<file path="src/inc/gti_pkg.sv">
package gti_pkg;
	typedef logic [7:0] gti_byte_t;

	// Register selects on the host port
	localparam logic [2:0] REG_INT_STATUS  = 3'h0;
	localparam logic [2:0] REG_INT_MASK    = 3'h0;
	localparam logic [2:0] REG_CMD_STATUS  = 3'h1;
	localparam logic [2:0] REG_ADDR_STATUS = 3'h2;
	localparam logic [2:0] REG_AUX_CMD     = 3'h3;
	localparam logic [2:0] REG_DATA        = 3'h7;

	// Interrupt status and mask bit positions
	localparam int ST_BI  = 0;
	localparam int ST_BO  = 1;
	localparam int ST_CMD = 2;
	localparam int ST_END = 3;
	localparam int ST_INT = 7;
	localparam int MASK_IRQ_EN = 7;

	// Address status bit positions
	localparam int AS_LACS = 0;
	localparam int AS_TACS = 1;
	localparam int AS_ATN  = 2;

	// Auxiliary command bit positions
	localparam int AUX_FEOI  = 1;
	localparam int AUX_DACD  = 3;
	localparam int AUX_DACR  = 4;
	localparam int AUX_RESET = 7;

	// Reset values
	localparam gti_byte_t MASK_RST   = 8'h00;
	localparam gti_byte_t STATUS_RST = 8'h00;
	localparam gti_byte_t DATA_RST   = 8'h00;
	localparam gti_byte_t UNMAPPED_RD = 8'h00;

	typedef enum logic [1:0] {
		SRC_IDLE,
		SRC_GEN,
		SRC_DLY,
		SRC_TRS
	} gti_src_e;

	typedef enum logic [1:0] {
		ACC_READY,
		ACC_DHOLD,
		ACC_CHOLD,
		ACC_DONE
	} gti_acc_e;
endpackage

</file>
<file path="src/inc/gti_src_if.sv">
interface gti_src_if;
	logic nba;
	logic active;
	logic rfd;
	logic dac;
	logic dav;
	logic done;

	modport src (
		input  nba,
		input  active,
		input  rfd,
		input  dac,
		output dav,
		output done
	);

	modport ctl (
		output nba,
		output active,
		output rfd,
		output dac,
		input  dav,
		input  done
	);
endinterface

</file>
<file path="src/verilog/gti_top.sv">
// Functional notes
// - Only interrupt status drives request; CMD summary
// - Bit 7 summary set on any enabled condition
// - Request output gated by mask bit 7
// - Address status never interrupts by itself
// - Entering talker active sets byte-out flag if no byte is pending
// - Listener capture sets byte-in flag
// - Talker active only after ATN released
// - Data-out write clears flag, drives byte
// - DAV only after RFD true
// - Talker drives DAV; listeners drive DAC, RFD
// - Byte accepted in talker active sets byte-out
// - ATN leaves talker active, clears byte-out
// - Untalk gives talker idle, flag stays clear
// - Re-talked device sets byte-out on ATN release if no byte is pending
// - Command hold-off holds every command handshake
// - ATN bit stays until held command is released
// - Write 0x10 clears hold-off, releases command
// - Data-in read releases DAC, clears flags
module gti_top (
	// Clock and reset
	input  wire logic         clock,
	input  wire logic         rst,
	// Host register port
	input  wire logic         cs,
	input  wire logic [2:0]   rs,
	input  wire logic         we,
	input  wire logic         re,
	input  wire gti_pkg::gti_byte_t wdata,
	output gti_pkg::gti_byte_t     rdata,
	output logic              irq_n,
	// Address and command status from surrounding logic
	input  wire logic         my_talk_addr,
	input  wire logic         untalk,
	input  wire logic         listen_active,
	input  wire gti_pkg::gti_byte_t cmd_status,
	// Bus management lines, true is 1
	input  wire logic         atn_in,
	input  wire logic         eoi_in,
	output logic              eoi_out,
	// Bus data lines
	input  wire gti_pkg::gti_byte_t dio_in,
	output gti_pkg::gti_byte_t     dio_out,
	output logic              dio_oe_n,
	// Bus handshake lines
	input  wire logic         dav_in,
	input  wire logic         rfd_in,
	input  wire logic         dac_in,
	output logic              dav_out,
	output logic              talk_oe_n,
	output logic              rfd_out,
	output logic              dac_out,
	output logic              acc_oe_n
);
	import gti_pkg::*;

	gti_src_if hs ();

	gti_source u_source (
		.clock (clock),
		.rst   (rst),
		.hs    (hs)
	);

	// Host side state
	gti_byte_t mask_r,    mask_nxt;
	gti_byte_t status_r,  status_nxt;
	gti_byte_t din_r,     din_nxt;
	gti_byte_t dout_r,    dout_nxt;
	gti_byte_t rdata_r,   rdata_nxt;
	logic      swrst_r,   swrst_nxt;
	logic      feoi_r,    feoi_nxt;
	logic      dacd_r,    dacd_nxt;
	logic      dacr_r,    dacr_nxt;
	logic      tads_r,    tads_nxt;
	logic      tacs_r,    tacs_nxt;
	logic      nba_r,     nba_nxt;
	logic      irq_n_r,   irq_n_nxt;
	logic      eoi_r,     eoi_nxt;
	logic      dio_oe_n_r, dio_oe_n_nxt;
	logic      talk_oe_n_r, talk_oe_n_nxt;

	// Acceptor state
	gti_acc_e  acc_r,     acc_nxt;
	logic      rfd_r,     rfd_nxt;
	logic      dac_r,     dac_nxt;
	logic      acc_oe_n_r, acc_oe_n_nxt;

	logic      wr_any;
	logic      rd_any;
	logic      wr_mask;
	logic      wr_aux;
	logic      wr_dout;
	logic      rd_din;
	logic      capture;
	logic      cmd_release;
	logic      acc_on;
	logic      atn_bit;
	gti_byte_t addr_status;

	assign wr_any  = cs & we;
	assign rd_any  = cs & re;
	assign wr_mask = wr_any & (rs == REG_INT_MASK) & !swrst_r;
	assign wr_aux  = wr_any & (rs == REG_AUX_CMD);
	assign wr_dout = wr_any & (rs == REG_DATA) & !swrst_r;
	assign rd_din  = rd_any & (rs == REG_DATA);
	assign acc_on  = !swrst_r & (atn_in | listen_active);

	// Acceptor: data bytes wait for a host read, commands may be held
	always_comb begin
		acc_nxt     = acc_r;
		capture     = 1'b0;
		cmd_release = 1'b0;
		case (acc_r)
			ACC_READY: begin
				if (acc_on && dav_in) begin
					if (atn_in) begin
						acc_nxt = dacd_r ? ACC_CHOLD : ACC_DONE;
					end else begin
						acc_nxt = ACC_DHOLD;
						capture = 1'b1;
					end
				end
			end
			ACC_DHOLD: begin
				if (rd_din || swrst_r)
					acc_nxt = ACC_DONE;
			end
			ACC_CHOLD: begin
				if (dacr_r || swrst_r) begin
					acc_nxt     = ACC_DONE;
					cmd_release = 1'b1;
				end
			end
			ACC_DONE: begin
				if (!dav_in)
					acc_nxt = ACC_READY;
			end
			default: acc_nxt = ACC_READY;
		endcase
		// Listeners drive RFD and DAC only
		rfd_nxt      = (acc_nxt == ACC_READY);
		dac_nxt      = (acc_nxt == ACC_DONE);
		acc_oe_n_nxt = !(acc_on || acc_nxt != ACC_READY);
	end

	always_ff @(posedge clock or posedge rst) begin
		if (rst) begin
			acc_r      <= ACC_READY;
			rfd_r      <= 1'b0;
			dac_r      <= 1'b0;
			acc_oe_n_r <= 1'b1;
		end else begin
			acc_r      <= acc_nxt;
			rfd_r      <= rfd_nxt;
			dac_r      <= dac_nxt;
			acc_oe_n_r <= acc_oe_n_nxt;
		end
	end

	// ATN shows until a held command is released
	assign atn_bit = atn_in | (acc_r == ACC_CHOLD);

	always_comb begin
		addr_status          = 8'h00;
		addr_status[AS_LACS] = listen_active;
		addr_status[AS_TACS] = tacs_r;
		addr_status[AS_ATN]  = atn_bit;
	end

	// Talker, flags and host registers
	always_comb begin
		mask_nxt   = mask_r;
		status_nxt = status_r;
		din_nxt    = din_r;
		dout_nxt   = dout_r;
		swrst_nxt  = swrst_r;
		feoi_nxt   = feoi_r;
		dacd_nxt   = dacd_r;
		dacr_nxt   = 1'b0;
		tads_nxt   = tads_r;
		nba_nxt    = nba_r;
		rdata_nxt  = rdata_r;

		// While in software reset only the reset bit can be written
		if (wr_aux) begin
			swrst_nxt = wdata[AUX_RESET];
			if (!swrst_r) begin
				feoi_nxt = wdata[AUX_FEOI];
				dacd_nxt = wdata[AUX_DACD];
				dacr_nxt = wdata[AUX_DACR];
			end
		end
		if (wr_mask)
			mask_nxt = wdata;

		// Addressing from the address logic
		if (swrst_r || untalk)
			tads_nxt = 1'b0;
		else if (my_talk_addr)
			tads_nxt = 1'b1;
		tacs_nxt = tads_nxt & !atn_in & !swrst_nxt;

		// Data out goes on the lines at once; handshake armed by nba
		if (wr_dout) begin
			dout_nxt = wdata;
			nba_nxt  = 1'b1;
		end else if (hs.done) begin
			nba_nxt  = 1'b0;
			// Force-EOI covers only the byte it was set for
			feoi_nxt = 1'b0;
		end

		// Byte-out: set wins over a concurrent data-out write
		if (!tacs_nxt)
			status_nxt[ST_BO] = 1'b0;
		else if ((tacs_nxt && !tacs_r && !nba_nxt) || (hs.done && tacs_r))
			status_nxt[ST_BO] = 1'b1;
		else if (wr_dout)
			status_nxt[ST_BO] = 1'b0;

		// Byte-in and end: capture wins over the read that clears them
		if (capture) begin
			din_nxt            = dio_in;
			status_nxt[ST_BI]  = 1'b1;
			status_nxt[ST_END] = eoi_in;
		end else if (rd_din || swrst_r) begin
			status_nxt[ST_BI]  = 1'b0;
			status_nxt[ST_END] = 1'b0;
		end

		// Command status reaches interrupts only through its summary
		status_nxt[ST_CMD] = |cmd_status;
		status_nxt[6:4]    = 3'h0;
		// Summary ignores address status and the request enable
		status_nxt[ST_INT] = |(status_nxt[6:0] & mask_nxt[6:0]);

		if (swrst_nxt) begin
			status_nxt[ST_BO] = 1'b0;
			nba_nxt           = 1'b0;
		end

		if (rd_any) begin
			case (rs)
				REG_INT_STATUS:  rdata_nxt = status_r;
				REG_CMD_STATUS:  rdata_nxt = cmd_status;
				REG_ADDR_STATUS: rdata_nxt = addr_status;
				REG_DATA:        rdata_nxt = din_r;
				default:         rdata_nxt = UNMAPPED_RD;
			endcase
		end

		irq_n_nxt     = !(status_nxt[ST_INT] & mask_nxt[MASK_IRQ_EN]);
		eoi_nxt       = feoi_nxt & tacs_nxt;
		dio_oe_n_nxt  = !tacs_nxt;
		talk_oe_n_nxt = !tacs_nxt;
	end

	always_ff @(posedge clock or posedge rst) begin
		if (rst) begin
			mask_r      <= MASK_RST;
			status_r    <= STATUS_RST;
			din_r       <= DATA_RST;
			dout_r      <= DATA_RST;
			rdata_r     <= DATA_RST;
			swrst_r     <= 1'b1;
			feoi_r      <= 1'b0;
			dacd_r      <= 1'b0;
			dacr_r      <= 1'b0;
			tads_r      <= 1'b0;
			tacs_r      <= 1'b0;
			nba_r       <= 1'b0;
			irq_n_r     <= 1'b1;
			eoi_r       <= 1'b0;
			dio_oe_n_r  <= 1'b1;
			talk_oe_n_r <= 1'b1;
		end else begin
			mask_r      <= mask_nxt;
			status_r    <= status_nxt;
			din_r       <= din_nxt;
			dout_r      <= dout_nxt;
			rdata_r     <= rdata_nxt;
			swrst_r     <= swrst_nxt;
			feoi_r      <= feoi_nxt;
			dacd_r      <= dacd_nxt;
			dacr_r      <= dacr_nxt;
			tads_r      <= tads_nxt;
			tacs_r      <= tacs_nxt;
			nba_r       <= nba_nxt;
			irq_n_r     <= irq_n_nxt;
			eoi_r       <= eoi_nxt;
			dio_oe_n_r  <= dio_oe_n_nxt;
			talk_oe_n_r <= talk_oe_n_nxt;
		end
	end

	// Source handshake hookup; a byte written before ATN survives it
	assign hs.nba    = nba_r;
	// Next-state view lets DAV fall on the very edge that sees ATN
	assign hs.active = tacs_nxt;
	assign hs.rfd    = rfd_in;
	assign hs.dac    = dac_in;

	assign rdata     = rdata_r;
	assign irq_n     = irq_n_r;
	assign eoi_out   = eoi_r;
	assign dio_out   = dout_r;
	assign dio_oe_n  = dio_oe_n_r;
	assign dav_out   = hs.dav;
	assign talk_oe_n = talk_oe_n_r;
	assign rfd_out   = rfd_r;
	assign dac_out   = dac_r;
	assign acc_oe_n  = acc_oe_n_r;
endmodule

</file>
<file path="src/verilog/gti_source.sv">
module gti_source (
	// Clock and reset
	input wire logic clock,
	input wire logic rst,
	// Handshake to the talker control
	gti_src_if.src   hs
);
	import gti_pkg::*;

	gti_src_e state_r;
	gti_src_e state_nxt;
	logic     dav_r;
	logic     dav_nxt;
	logic     done_r;
	logic     done_nxt;

	always_comb begin
		state_nxt = state_r;
		dav_nxt   = 1'b0;
		done_nxt  = 1'b0;
		if (!hs.active) begin
			// Leaving the active state drops DAV at once
			state_nxt = SRC_IDLE;
		end else begin
			case (state_r)
				SRC_IDLE: state_nxt = SRC_GEN;
				SRC_GEN: begin
					// The nba flag clears one edge after done; skip that edge
					if (hs.nba && !done_r)
						state_nxt = SRC_DLY;
				end
				SRC_DLY: begin
					if (hs.rfd) begin
						state_nxt = SRC_TRS;
						dav_nxt   = 1'b1;
					end
				end
				SRC_TRS: begin
					dav_nxt = 1'b1;
					if (hs.dac) begin
						// One-cycle done keeps the byte from being sent twice
						state_nxt = SRC_GEN;
						dav_nxt   = 1'b0;
						done_nxt  = 1'b1;
					end
				end
				default: state_nxt = SRC_IDLE;
			endcase
		end
	end

	always_ff @(posedge clock or posedge rst) begin
		if (rst) begin
			state_r <= SRC_IDLE;
			dav_r   <= 1'b0;
			done_r  <= 1'b0;
		end else begin
			state_r <= state_nxt;
			dav_r   <= dav_nxt;
			done_r  <= done_nxt;
		end
	end

	assign hs.dav  = dav_r;
	assign hs.done = done_r;
endmodule

</file>
<file path="config.mk">
export PLATFORM = sky130hd
export DESIGN_NAME = gti_top
export DESIGN_NICKNAME = d
export VERILOG_FILES = /design/src/inc/gti_pkg.sv /design/src/inc/gti_src_if.sv /design/src/verilog/gti_top.sv /design/src/verilog/gti_source.sv
export SDC_FILE = /design/constraint.sdc
export NUM_CORES = 1
export LEC_CHECK = 0
export BUFFER_PORTS_ARGS = -buffer_cell sky130_fd_sc_hd__buf_2
export CORE_ASPECT_RATIO = 0.6
export CORE_UTILIZATION = 25
export DETAILED_ROUTE_END_ITERATION = 7
export PLACE_DENSITY = 0.52
export SYNTH_ARGS = -nofsm -noshare
export SYNTH_HDL_FRONTEND = slang
export SYNTH_SLANG_ARGS = --single-unit
</file>
<file path="constraint.sdc">
create_clock -name clock -period 2.61 [get_ports clock]
set_input_delay 0.522 -clock clock [delete_from_list [all_inputs] [get_ports clock]]
set_output_delay 0.522 -clock clock [all_outputs]
set_load 0.1 [all_outputs]
</file>
==> results of run 1 <==
## layout by cell type (no fill, tap or decap), drive strengths merged, types with 2 or more instances in the layout
cell	netlist	routed
nor4	2	2
or4b	2	2
mux2i	6	6
inv	15	15
nand2	18	18
mux2	23	23
and3	2	2
or4	2	2
nor3	2	2
buf	6	68
dfstp	4	4
a21oi	4	4
nand3	5	5
nor2	10	10
a31oi	2	2
or3	3	3
and2	6	6
a22oi	8	8
dfrtp	49	49
clkbuf	3	6
o21ai	14	14
ha	3	3
nand2b	2	2
clkinvlp	0	2
## where the power goes
group	switching, mW	internal, mW	total [mW]
Sequential	0.112	1.01	1.13
Combinational	0.725	0.234	0.959
Clock	0.299	0.356	0.655
## cell type report
cell class	instances	area [um^2]	area share
tap	130	163	0.0543
sequential	53	1330	0.445
clock inverter	2	15.0	0.00502
multi-input combinational	129	933	0.312
clock buffer	6	129	0.0431
inverter	15	56.3	0.0188
timing repair buffer	68	365	0.122
## per-layer routing
| layer | up-vias | track usage | wire length (um) |
|---|---|---|---|
| met5 | - | 0 | 0 |
| met4 | 0 | 0.0247 | 32 |
| met3 | 4 | 0.0386 | 313 |
| met2 | 49 | 0.171 | 2390 |
| met1 | 870 | 0.197 | 3130 |
| li1 | 855 | - | - |
## logic make-up after synthesis
| logic type | synth area share |
|---|---|
| adders and majority gates | 0.0157 |
| and+or+nand+nor | 0.127 |
| muxes | 0.135 |
| buffers and inverters | 0.0519 |
| AOI/OAI and AO/OA | 0.113 |
| DFF | 0.557 |
## sequential cells by signal, summed over array words and instances, names as in the netlist, 2 cells and up
name / count
dio_out: 8
status_r: 5
din_r: 8
mask_r: 5
u_source.state_r: 2
rdata: 8
acc_r: 2
## Yosys cell counts (2+ instances only)
master / count / area, um^2
clkbuf_1: 3 / 11.3
or4_1: 2 / 15.0
nand3_1: 5 / 25.0
buf_6: 4 / 45.0
inv_1: 15 / 56.3
ha_1: 3 / 37.5
nor4_1: 2 / 12.5
or3_1: 3 / 18.8
and2_1: 5 / 31.3
o21ai_0: 14 / 70.1
nor3_1: 2 / 10.0
nand2b_1: 2 / 12.5
a22oi_1: 8 / 60.1
dfstp_2: 4 / 105
dfrtp_1: 49 / 1230
or4b_1: 2 / 20.0
nor2_1: 9 / 33.8
mux2_2: 22 / 248
mux2i_1: 6 / 60.1
nand2_1: 18 / 67.6
a21oi_1: 4 / 20.0
a31oi_1: 2 / 12.5
## worst paths after layout
kind                                           start  slack, ps  cells after the start                     end
worst min register to register  rdata[2]$_DFFE_PP0P_        480                      2    rdata[2]$_DFFE_PP0P_
worst max register to register     swrst_r$_DFF_PP1_        430                      5   status_r[7]$_DFF_PP0_
min in group clock                         dio_in[0]        450                      2    din_r[0]$_DFFE_PP0P_
worst max-delay path               swrst_r$_DFF_PP1_        430                      5   status_r[7]$_DFF_PP0_
max in group asynchronous                        rst       1660                      3      acc_oe_n$_DFF_PP1_
worst min-delay path                             rst        310                      2  dio_out[0]$_DFFE_PP0P_
## through the flow
stage          utilization  instances  setup WS, ps  hold slack, ps  power, mW
3_5_place_dp         0.309        395           225             467       2.10
6_report             0.325        403           426             314       2.74
2_1_floorplan            -        206           329             443       1.89
4_1_cts              0.325        403           414             344       2.77
5_1_grt              0.325        403           314             370       2.89
3_3_place_gp         0.309        395           256             457       2.09
## worst max-delay path, stage by stage, from the launching register on
cell and delay (ps):
dfstp_2 440, or3b_1 400, or4b_1 550, mux2i_1 260, nor2_1 80, or3_1 340
==> impl_metrics.json, run 1 <==
{
  "status": "finished, final reports clean",
  "fill_cells": 970,
  "grt_pass1_wl_um": 9580,
  "slew_violations": 0,
  "cts.sinks": 53,
  "cts_resized": 0,
  "clk_latency_ps": 290,
  "cts_tree": "done",
  "clockBufferDepth": 2,
  "cts-root-buf": "clkbuf_16",
  "final.setup_skew_ps": 7.10,
  "die_area_um2": 9960,
  "gr-usage-all-layers": 0.128,
  "antenna_found_initial": 0,
  "worstPathArrival_ps": 2360,
  "initial_utilization": 0.259,
  "relSlewSlack": 0.505,
  "fp.coreArea_um2": 9220,
  "hold_class": "in -> async",
  "synthArstFlopShare": 1.00,
  "ant_nets": 0,
  "crit_type": "reg -> reg",
  "drtIter0Drc": 87,
  "ys.warnings.count": 0,
  "drt_first_pass_iters": 4,
  "period_share": 0.837,
  "rsz0062_at_grt": "no",
  "yosysSeqAreaShare": 0.557,
  "nets": 315,
  "ir_worst_vdd_uv": 389,
  "wl_per_cell_um": 14.6,
  "synthFlopType": "dfrtp_1",
  "worstPathRequired_ps": 2780,
  "pin_count": 64,
  "htreeDepth": 2,
  "drc": 0,
  "power_density_nw_per_um2": 915,
  "dp_hpwl_um": 4630,
  "hold_viol_final": 0,
  "fin_area_um2": 2990,
  "synth-edff-count": 0,
  "cts_buffers": 5,
  "diodes": 0,
  "cts_setup_buffers": 0,
  "vias_per_cell": 4.41,
  "grt_pass1_vias": 1777,
  "cap_violations": 0,
  "clk_pin_slew_worst_paths_ps": 70,
  "synth_cell_type_count": 44,
  "via_count": 1778,
  "syn_inst": 206,
  "area_growth_syn_to_layout_pct": 25.3,
  "syn_area_um2": 2390,
  "p_leak_nw": 1.51,
  "die_w_um": 128,
  "crit_fanout": 12,
  "hold_buffers": 0,
  "die_h_um": 77.7,
  "routed_wl_um": 5870,
  "fin_tns_setup_ps": 0,
  "io_buffer_count": 63,
  "row_count": 27,
  "postPlaceCellArea_um2": 2850,
  "place_congestion": 0.764,
  "end_kind": "flip-flop",
  "finalCriticalPeriod_ps": 2180,
  "avgSynthCellArea_um2": 11.6,
  "drive_gt1_frac": 0.388,
  "overflow": 0,
  "worst_pin_slew_ps": 724,
  "syn_nets": 249,
  "start_kind": "flip-flop",
  "setup_viol": 0,
  "grt_max_degree": 30,
  "ys_ff_latch": 53,
  "max_freq_mhz": 458
}
No activity file was read; power rests on OpenSTA's default activity.
==> run 2: changes to the inputs <==
ABC_AREA = 1   (was default)
clock period = 2.08 ns   (was 2.61 ns; I/O delays follow)
==> impl_metrics.json, run 2 <==
{
  "postPlaceCellArea_um2": 2950,
  "yosysSeqAreaShare": 0.537,
  "syn_nets": 328,
  "final_cells": 483,
  "drc": 0,
  "ys.warnings.count": 0,
  "die_area_um2": 10300,
  "crit_type": "reg -> out",
  "switchingPower_mw": 1.54,
  "ys_ff_latch": 53,
  "whs_ps": 30.1,
  "grt_pass1_wl_um": 9830,
  "end_kind": "primary output",
  "synth-edff-count": 0,
  "timing.critical_path.buf_inv": 1,
  "yosys.area.top_type_share": 0.495,
  "pin_count": 64,
  "cts_buffers": 5,
  "area_growth_syn_to_layout_pct": 24.9,
  "synthArstFlopShare": 1.00,
  "grt_pass1_vias": 1948,
  "finalPower_mw": 3.56,
  "gr-usage-all-layers": 0.128,
  "start_kind": "flip-flop",
  "clk_pin_slew_worst_paths_ps": 70,
  "setup_ws_ps": 407,
  "drtIter0Drc": 144,
  "ys_top_cells_by_area": "dfrtp_1 49%, nand2_1 15%, inv_1 4.7%, dfstp_2 4.2%, o21ai_0 3.4%",
  "nets": 395,
  "relSlewSlack": 0.663,
  "seq_power_share": 0.399,
  "avgSynthCellArea_um2": 8.69,
  "dpl.cell_count": 475,
  "critical_path.top_delay_family": "flip-flops",
  "max_freq_mhz": 598,
  "swShare": 0.433,
  "worstPathArrival_ps": 1260,
  "fill_cells": 1022,
  "pwr-share-comb": 0.366,
  "layout_commonest_cell": "nand2_1",
  "via_count": 2023,
  "overflow": 0,
  "drt_first_pass_iters": 4,
  "fp.coreArea_um2": 9390,
  "path_cells": "buf_2",
  "worst_pin_slew_ps": 509,
  "vias_per_cell": 4.19,
  "cts_tree": "done",
  "crit_fanout": 1,
  "post-place-ws_ps": 404,
  "initial_utilization": 0.264,
  "grt_max_degree": 46,
  "hold_class": "in -> async",
  "io_buffer_count": 63,
  "cts.sinks": 53,
  "cap_violations": 0,
  "slew_violations": 0,
  "cts_setup_buffers": 0,
  "clockBufferDepth": 2,
  "slowest_delay_ps": 540,
  "cts-root-buf": "clkbuf_16",
  "ant_nets": 0,
  "fin_tns_setup_ps": 0,
  "hold_buffers": 0,
  "antenna_found_initial": 0,
  "synth_common_cells": "99 x nand2_1, 49 x dfrtp_1, 31 x inv_1",
  "ir_worst_vdd_uv": 585,
  "syn_area_um2": 2480,
  "most-common-layout-cells": "99 x nand2_1, 63 x buf_2, 49 x dfrtp_1",
  "synthFlopType": "dfrtp_1",
  "drive_gt1_frac": 0.300,
  "p_leak_nw": 1.65,
  "rsz0062_at_grt": "no",
  "fin_area_um2": 3090,
  "cp_slowest_cell": "dfstp_2",
  "final_util": 0.329,
  "p_clk_frac": 0.235,
  "register_area_um2": 1330,
  "setup_viol": 0,
  "diodes": 0,
  "final.setup_skew_ps": 7.03,
  "dp_hpwl_um": 4860,
  "routed_wl_um": 6160,
  "clk_latency_ps": 300,
  "row_count": 27,
  "worstPathRequired_ps": 1660,
  "synth_cell_type_count": 33,
  "hold_viol_final": 0,
  "cts_resized": 0,
  "place_congestion": 0.739,
  "status": "finished, final reports clean",
  "wl_per_cell_um": 12.8,
  "intPower_mw": 2.01,
  "multi_input_area_um2": 981,
  "die_w_um": 131,
  "yosysMostFrequentCell": "nand2_1",
  "htreeDepth": 2,
  "die_h_um": 79.1,
  "power_density_nw_per_um2": 1150,
  "period_share": 0.804,
  "syn_inst": 285,
  "synth_top_area_cell": "dfrtp_1",
  "finalCriticalPeriod_ps": 1670
}
==> run 2: changes by cell type in the layout (fill, tap and decap cells not counted), moves of 5 or more <==
cell,previous run,this run
nand2_2,0,5
a22oi_1,8,3
nand2_1,18,99
inv_1,14,30
nor2_1,9,17
nand3_1,5,12
mux2_2,22,0
mux2i_1,6,0
==> run 2: cell type report <==
cell class | count | share of cell area
Inverter | 35 | 0.0433
Clock inverter | 2 | 0.00445
Clock buffer | 6 | 0.0416
Multi-Input combinational cell | 192 | 0.317
Sequential cell | 53 | 0.430
Timing Repair Buffer | 65 | 0.111
Tap cell | 130 | 0.0526
==> run 2: final timing paths <==
kind                            depth (start not counted)                    end  slack [ps]                start
worst max-delay path                                    1                  irq_n         410      irq_n$_DFF_PP1_
worst min-delay path                                    2       tads_r$_DFF_PP0_          30                  rst
worst max register to register                          6  status_r[7]$_DFF_PP0_         480   acc_r[1]$_DFF_PP0_
worst min register to register                          2    mask_r[3]$_DFF_PP0_         480  mask_r[3]$_DFF_PP0_
max in group asynchronous                               3        irq_n$_DFF_PP1_        1490                  rst
min in group clock                                      2       tads_r$_DFF_PP0_         300               untalk
==> run 2: metal layers <==
layer / track usage / vias up / share of wire
li1: - / 1022 / -
met1: 0.204 / 933 / 0.56
met2: 0.158 / 61 / 0.37
met3: 0.0371 / 7 / 0.060
met4: 0.0425 / 0 / 0.012
met5: 0 / - / 0
==> run 2: kinds of logic (layout without fill, tap and decap cells) <==
family,after synthesis,count (layout),share of synthesized area
compound gates,33,33,0.0828
fa+ha+maj,3,3,0.0152
buf+inv,40,108,0.0667
flops,53,53,0.537
simple gates,156,156,0.298
==> run 2: power by group through the flow <==
stage | combinational, mW | sequential, mW | clock [mW]
2_1_floorplan | 0.449 | 2.03 | 0
3_3_place_gp | 1.30 | 1.43 | 0
3_5_place_dp | 1.30 | 1.44 | 0
4_1_cts | 1.31 | 1.42 | 0.858
5_1_grt | 1.40 | 1.45 | 0.897
6_report | 1.30 | 1.42 | 0.836
==> run 3: changes to the inputs <==
PLACE_DENSITY = 0.53   (was 0.52)
clock period = 1.5 ns   (was 2.08 ns; I/O delays follow)
==> impl_metrics.json, run 3 (same netlist as run 2, synthesis figures left out) <==
{
  "status": "finished, final reports clean",
  "cap_violations": 0,
  "antenna_found_initial": 1,
  "routed_wl_um": 6140,
  "start_kind": "flip-flop",
  "critical_path.top_delay_family": "flip-flops",
  "cts_buffers": 5,
  "vias_per_cell": 4.12,
  "slew_violations": 0,
  "most-common-layout-cells": "98 x nand2_1, 59 x buf_2, 49 x dfrtp_1",
  "hold_class": "in -> async",
  "clk_latency_ps": 290,
  "crit_type": "reg -> out",
  "clk_pin_slew_worst_paths_ps": 70,
  "grt_pass1_wl_um": 10400,
  "worst_pin_slew_ps": 492,
  "place_congestion": 0.765,
  "final.setup_skew_ps": 4.86,
  "drc": 0,
  "pin_count": 64,
  "nets": 406,
  "finalCriticalPeriod_ps": 1410,
  "cts-root-buf": "clkbuf_16",
  "worstPathArrival_ps": 1110,
  "relSlewSlack": 0.674,
  "htreeDepth": 2,
  "row_count": 27,
  "wl_per_cell_um": 12.4,
  "cts_tree": "done",
  "p_leak_nw": 1.74,
  "initial_utilization": 0.264,
  "die_h_um": 79.1,
  "clockBufferDepth": 2,
  "area_growth_syn_to_layout_pct": 32.5,
  "io_buffer_count": 63,
  "drive_gt1_frac": 0.330,
  "timing.critical_path.buf_inv": 1,
  "post-place-ws_ps": 16.9,
  "cts.sinks": 53,
  "cp_slowest_cell": "dfstp_4",
  "die_area_um2": 10300,
  "slowest_delay_ps": 650,
  "max_freq_mhz": 707,
  "overflow": 0,
  "setup_viol": 0,
  "path_cells": "buf_12",
  "layout_commonest_cell": "nand2_1",
  "ir_worst_vdd_uv": 857,
  "hold_viol_final": 0,
  "diodes": 0,
  "power_density_nw_per_um2": 1600,
  "worstPathRequired_ps": 1200,
  "dp_hpwl_um": 4830,
  "gr-usage-all-layers": 0.134,
  "setup_ws_ps": 85.1,
  "finalPower_mw": 5.24,
  "period_share": 0.943,
  "fp.coreArea_um2": 9390,
  "via_count": 2035,
  "drt_first_pass_iters": 4,
  "die_w_um": 131,
  "end_kind": "primary output",
  "hold_buffers": 0,
  "drtIter0Drc": 62,
  "grt_max_degree": 54,
  "crit_fanout": 2,
  "ant_nets": 0,
  "grt_pass1_vias": 2130
}
[run 3: where the power goes]
| part | internal, mW | switching (mW) | total (mW) |
|---|---|---|---|
| clock network | 0.786 | 0.513 | 1.30 |
| logic | 0.503 | 1.44 | 1.95 |
| registers | 1.79 | 0.199 | 1.99 |
[run 3: worst min-delay path, cell delays in order]
cell        delay (ps)
buf_2              110
clkinvlp_4          70
buf_12             260
[run 3: repair_timing]
item                                    4_1_cts  5_1_grt
endpoints found under the setup margin        2        5
buffers inserted                              0        1
pin swaps                                     0        1
resized for setup                             1        4
[run 3: final cells by class]
class,count,area (um^2)
clock inverters,2,35.0
multi-input cells,192,997
well taps,130,163
inverters,35,138
fillers,1042,6110
flip-flops and latches,53,1340
repair buffers,76,485
clock buffers,6,129
[run 3: per-stage QoR]
stage / instance area [um^2] / setup TNS, ps / hold WS, ps / utilization / std cells
global placement: 3090 / 0 / 393 / 0.329 / 485
floorplan: 2480 / 0 / 360 / - / 285
global route: 3280 / -6.51 / 98.8 / 0.349 / 494
finish: 3280 / 0 / 62.0 / 0.349 / 494
detailed placement: 3090 / 0 / 396 / 0.329 / 485
CTS: 3260 / 0 / 80.3 / 0.347 / 493
[run 3: layer usage]
layer  track usage  wire [um]  vias to the layer above
li1              -          -                     1048
met1         0.199       3430                      935
met2         0.183       2330                       41
met3        0.0398        297                        9
met4        0.0379         72                        2
met5             0          9                        -
[run 3: final timing paths]
kind / cells after the start / end / from / slack (ps)
max: 1 / talk_oe_n / talk_oe_n$_DFF_PP1_ / 90
min: 3 / dac_out$_DFF_PP0_ / rst / 60
max reg2reg: 7 / u_source.state_r[1]$_DFFE_PP0P_ / u_source.state_r[0]$_DFFE_PP0P_ / 100
min reg2reg: 2 / mask_r[0]$_DFF_PP0_ / mask_r[0]$_DFF_PP0_ / 470
max in group asynchronous: 3 / irq_n$_DFF_PP1_ / rst / 1140
min in group clock: 2 / tads_r$_DFF_PP0_ / untalk / 190
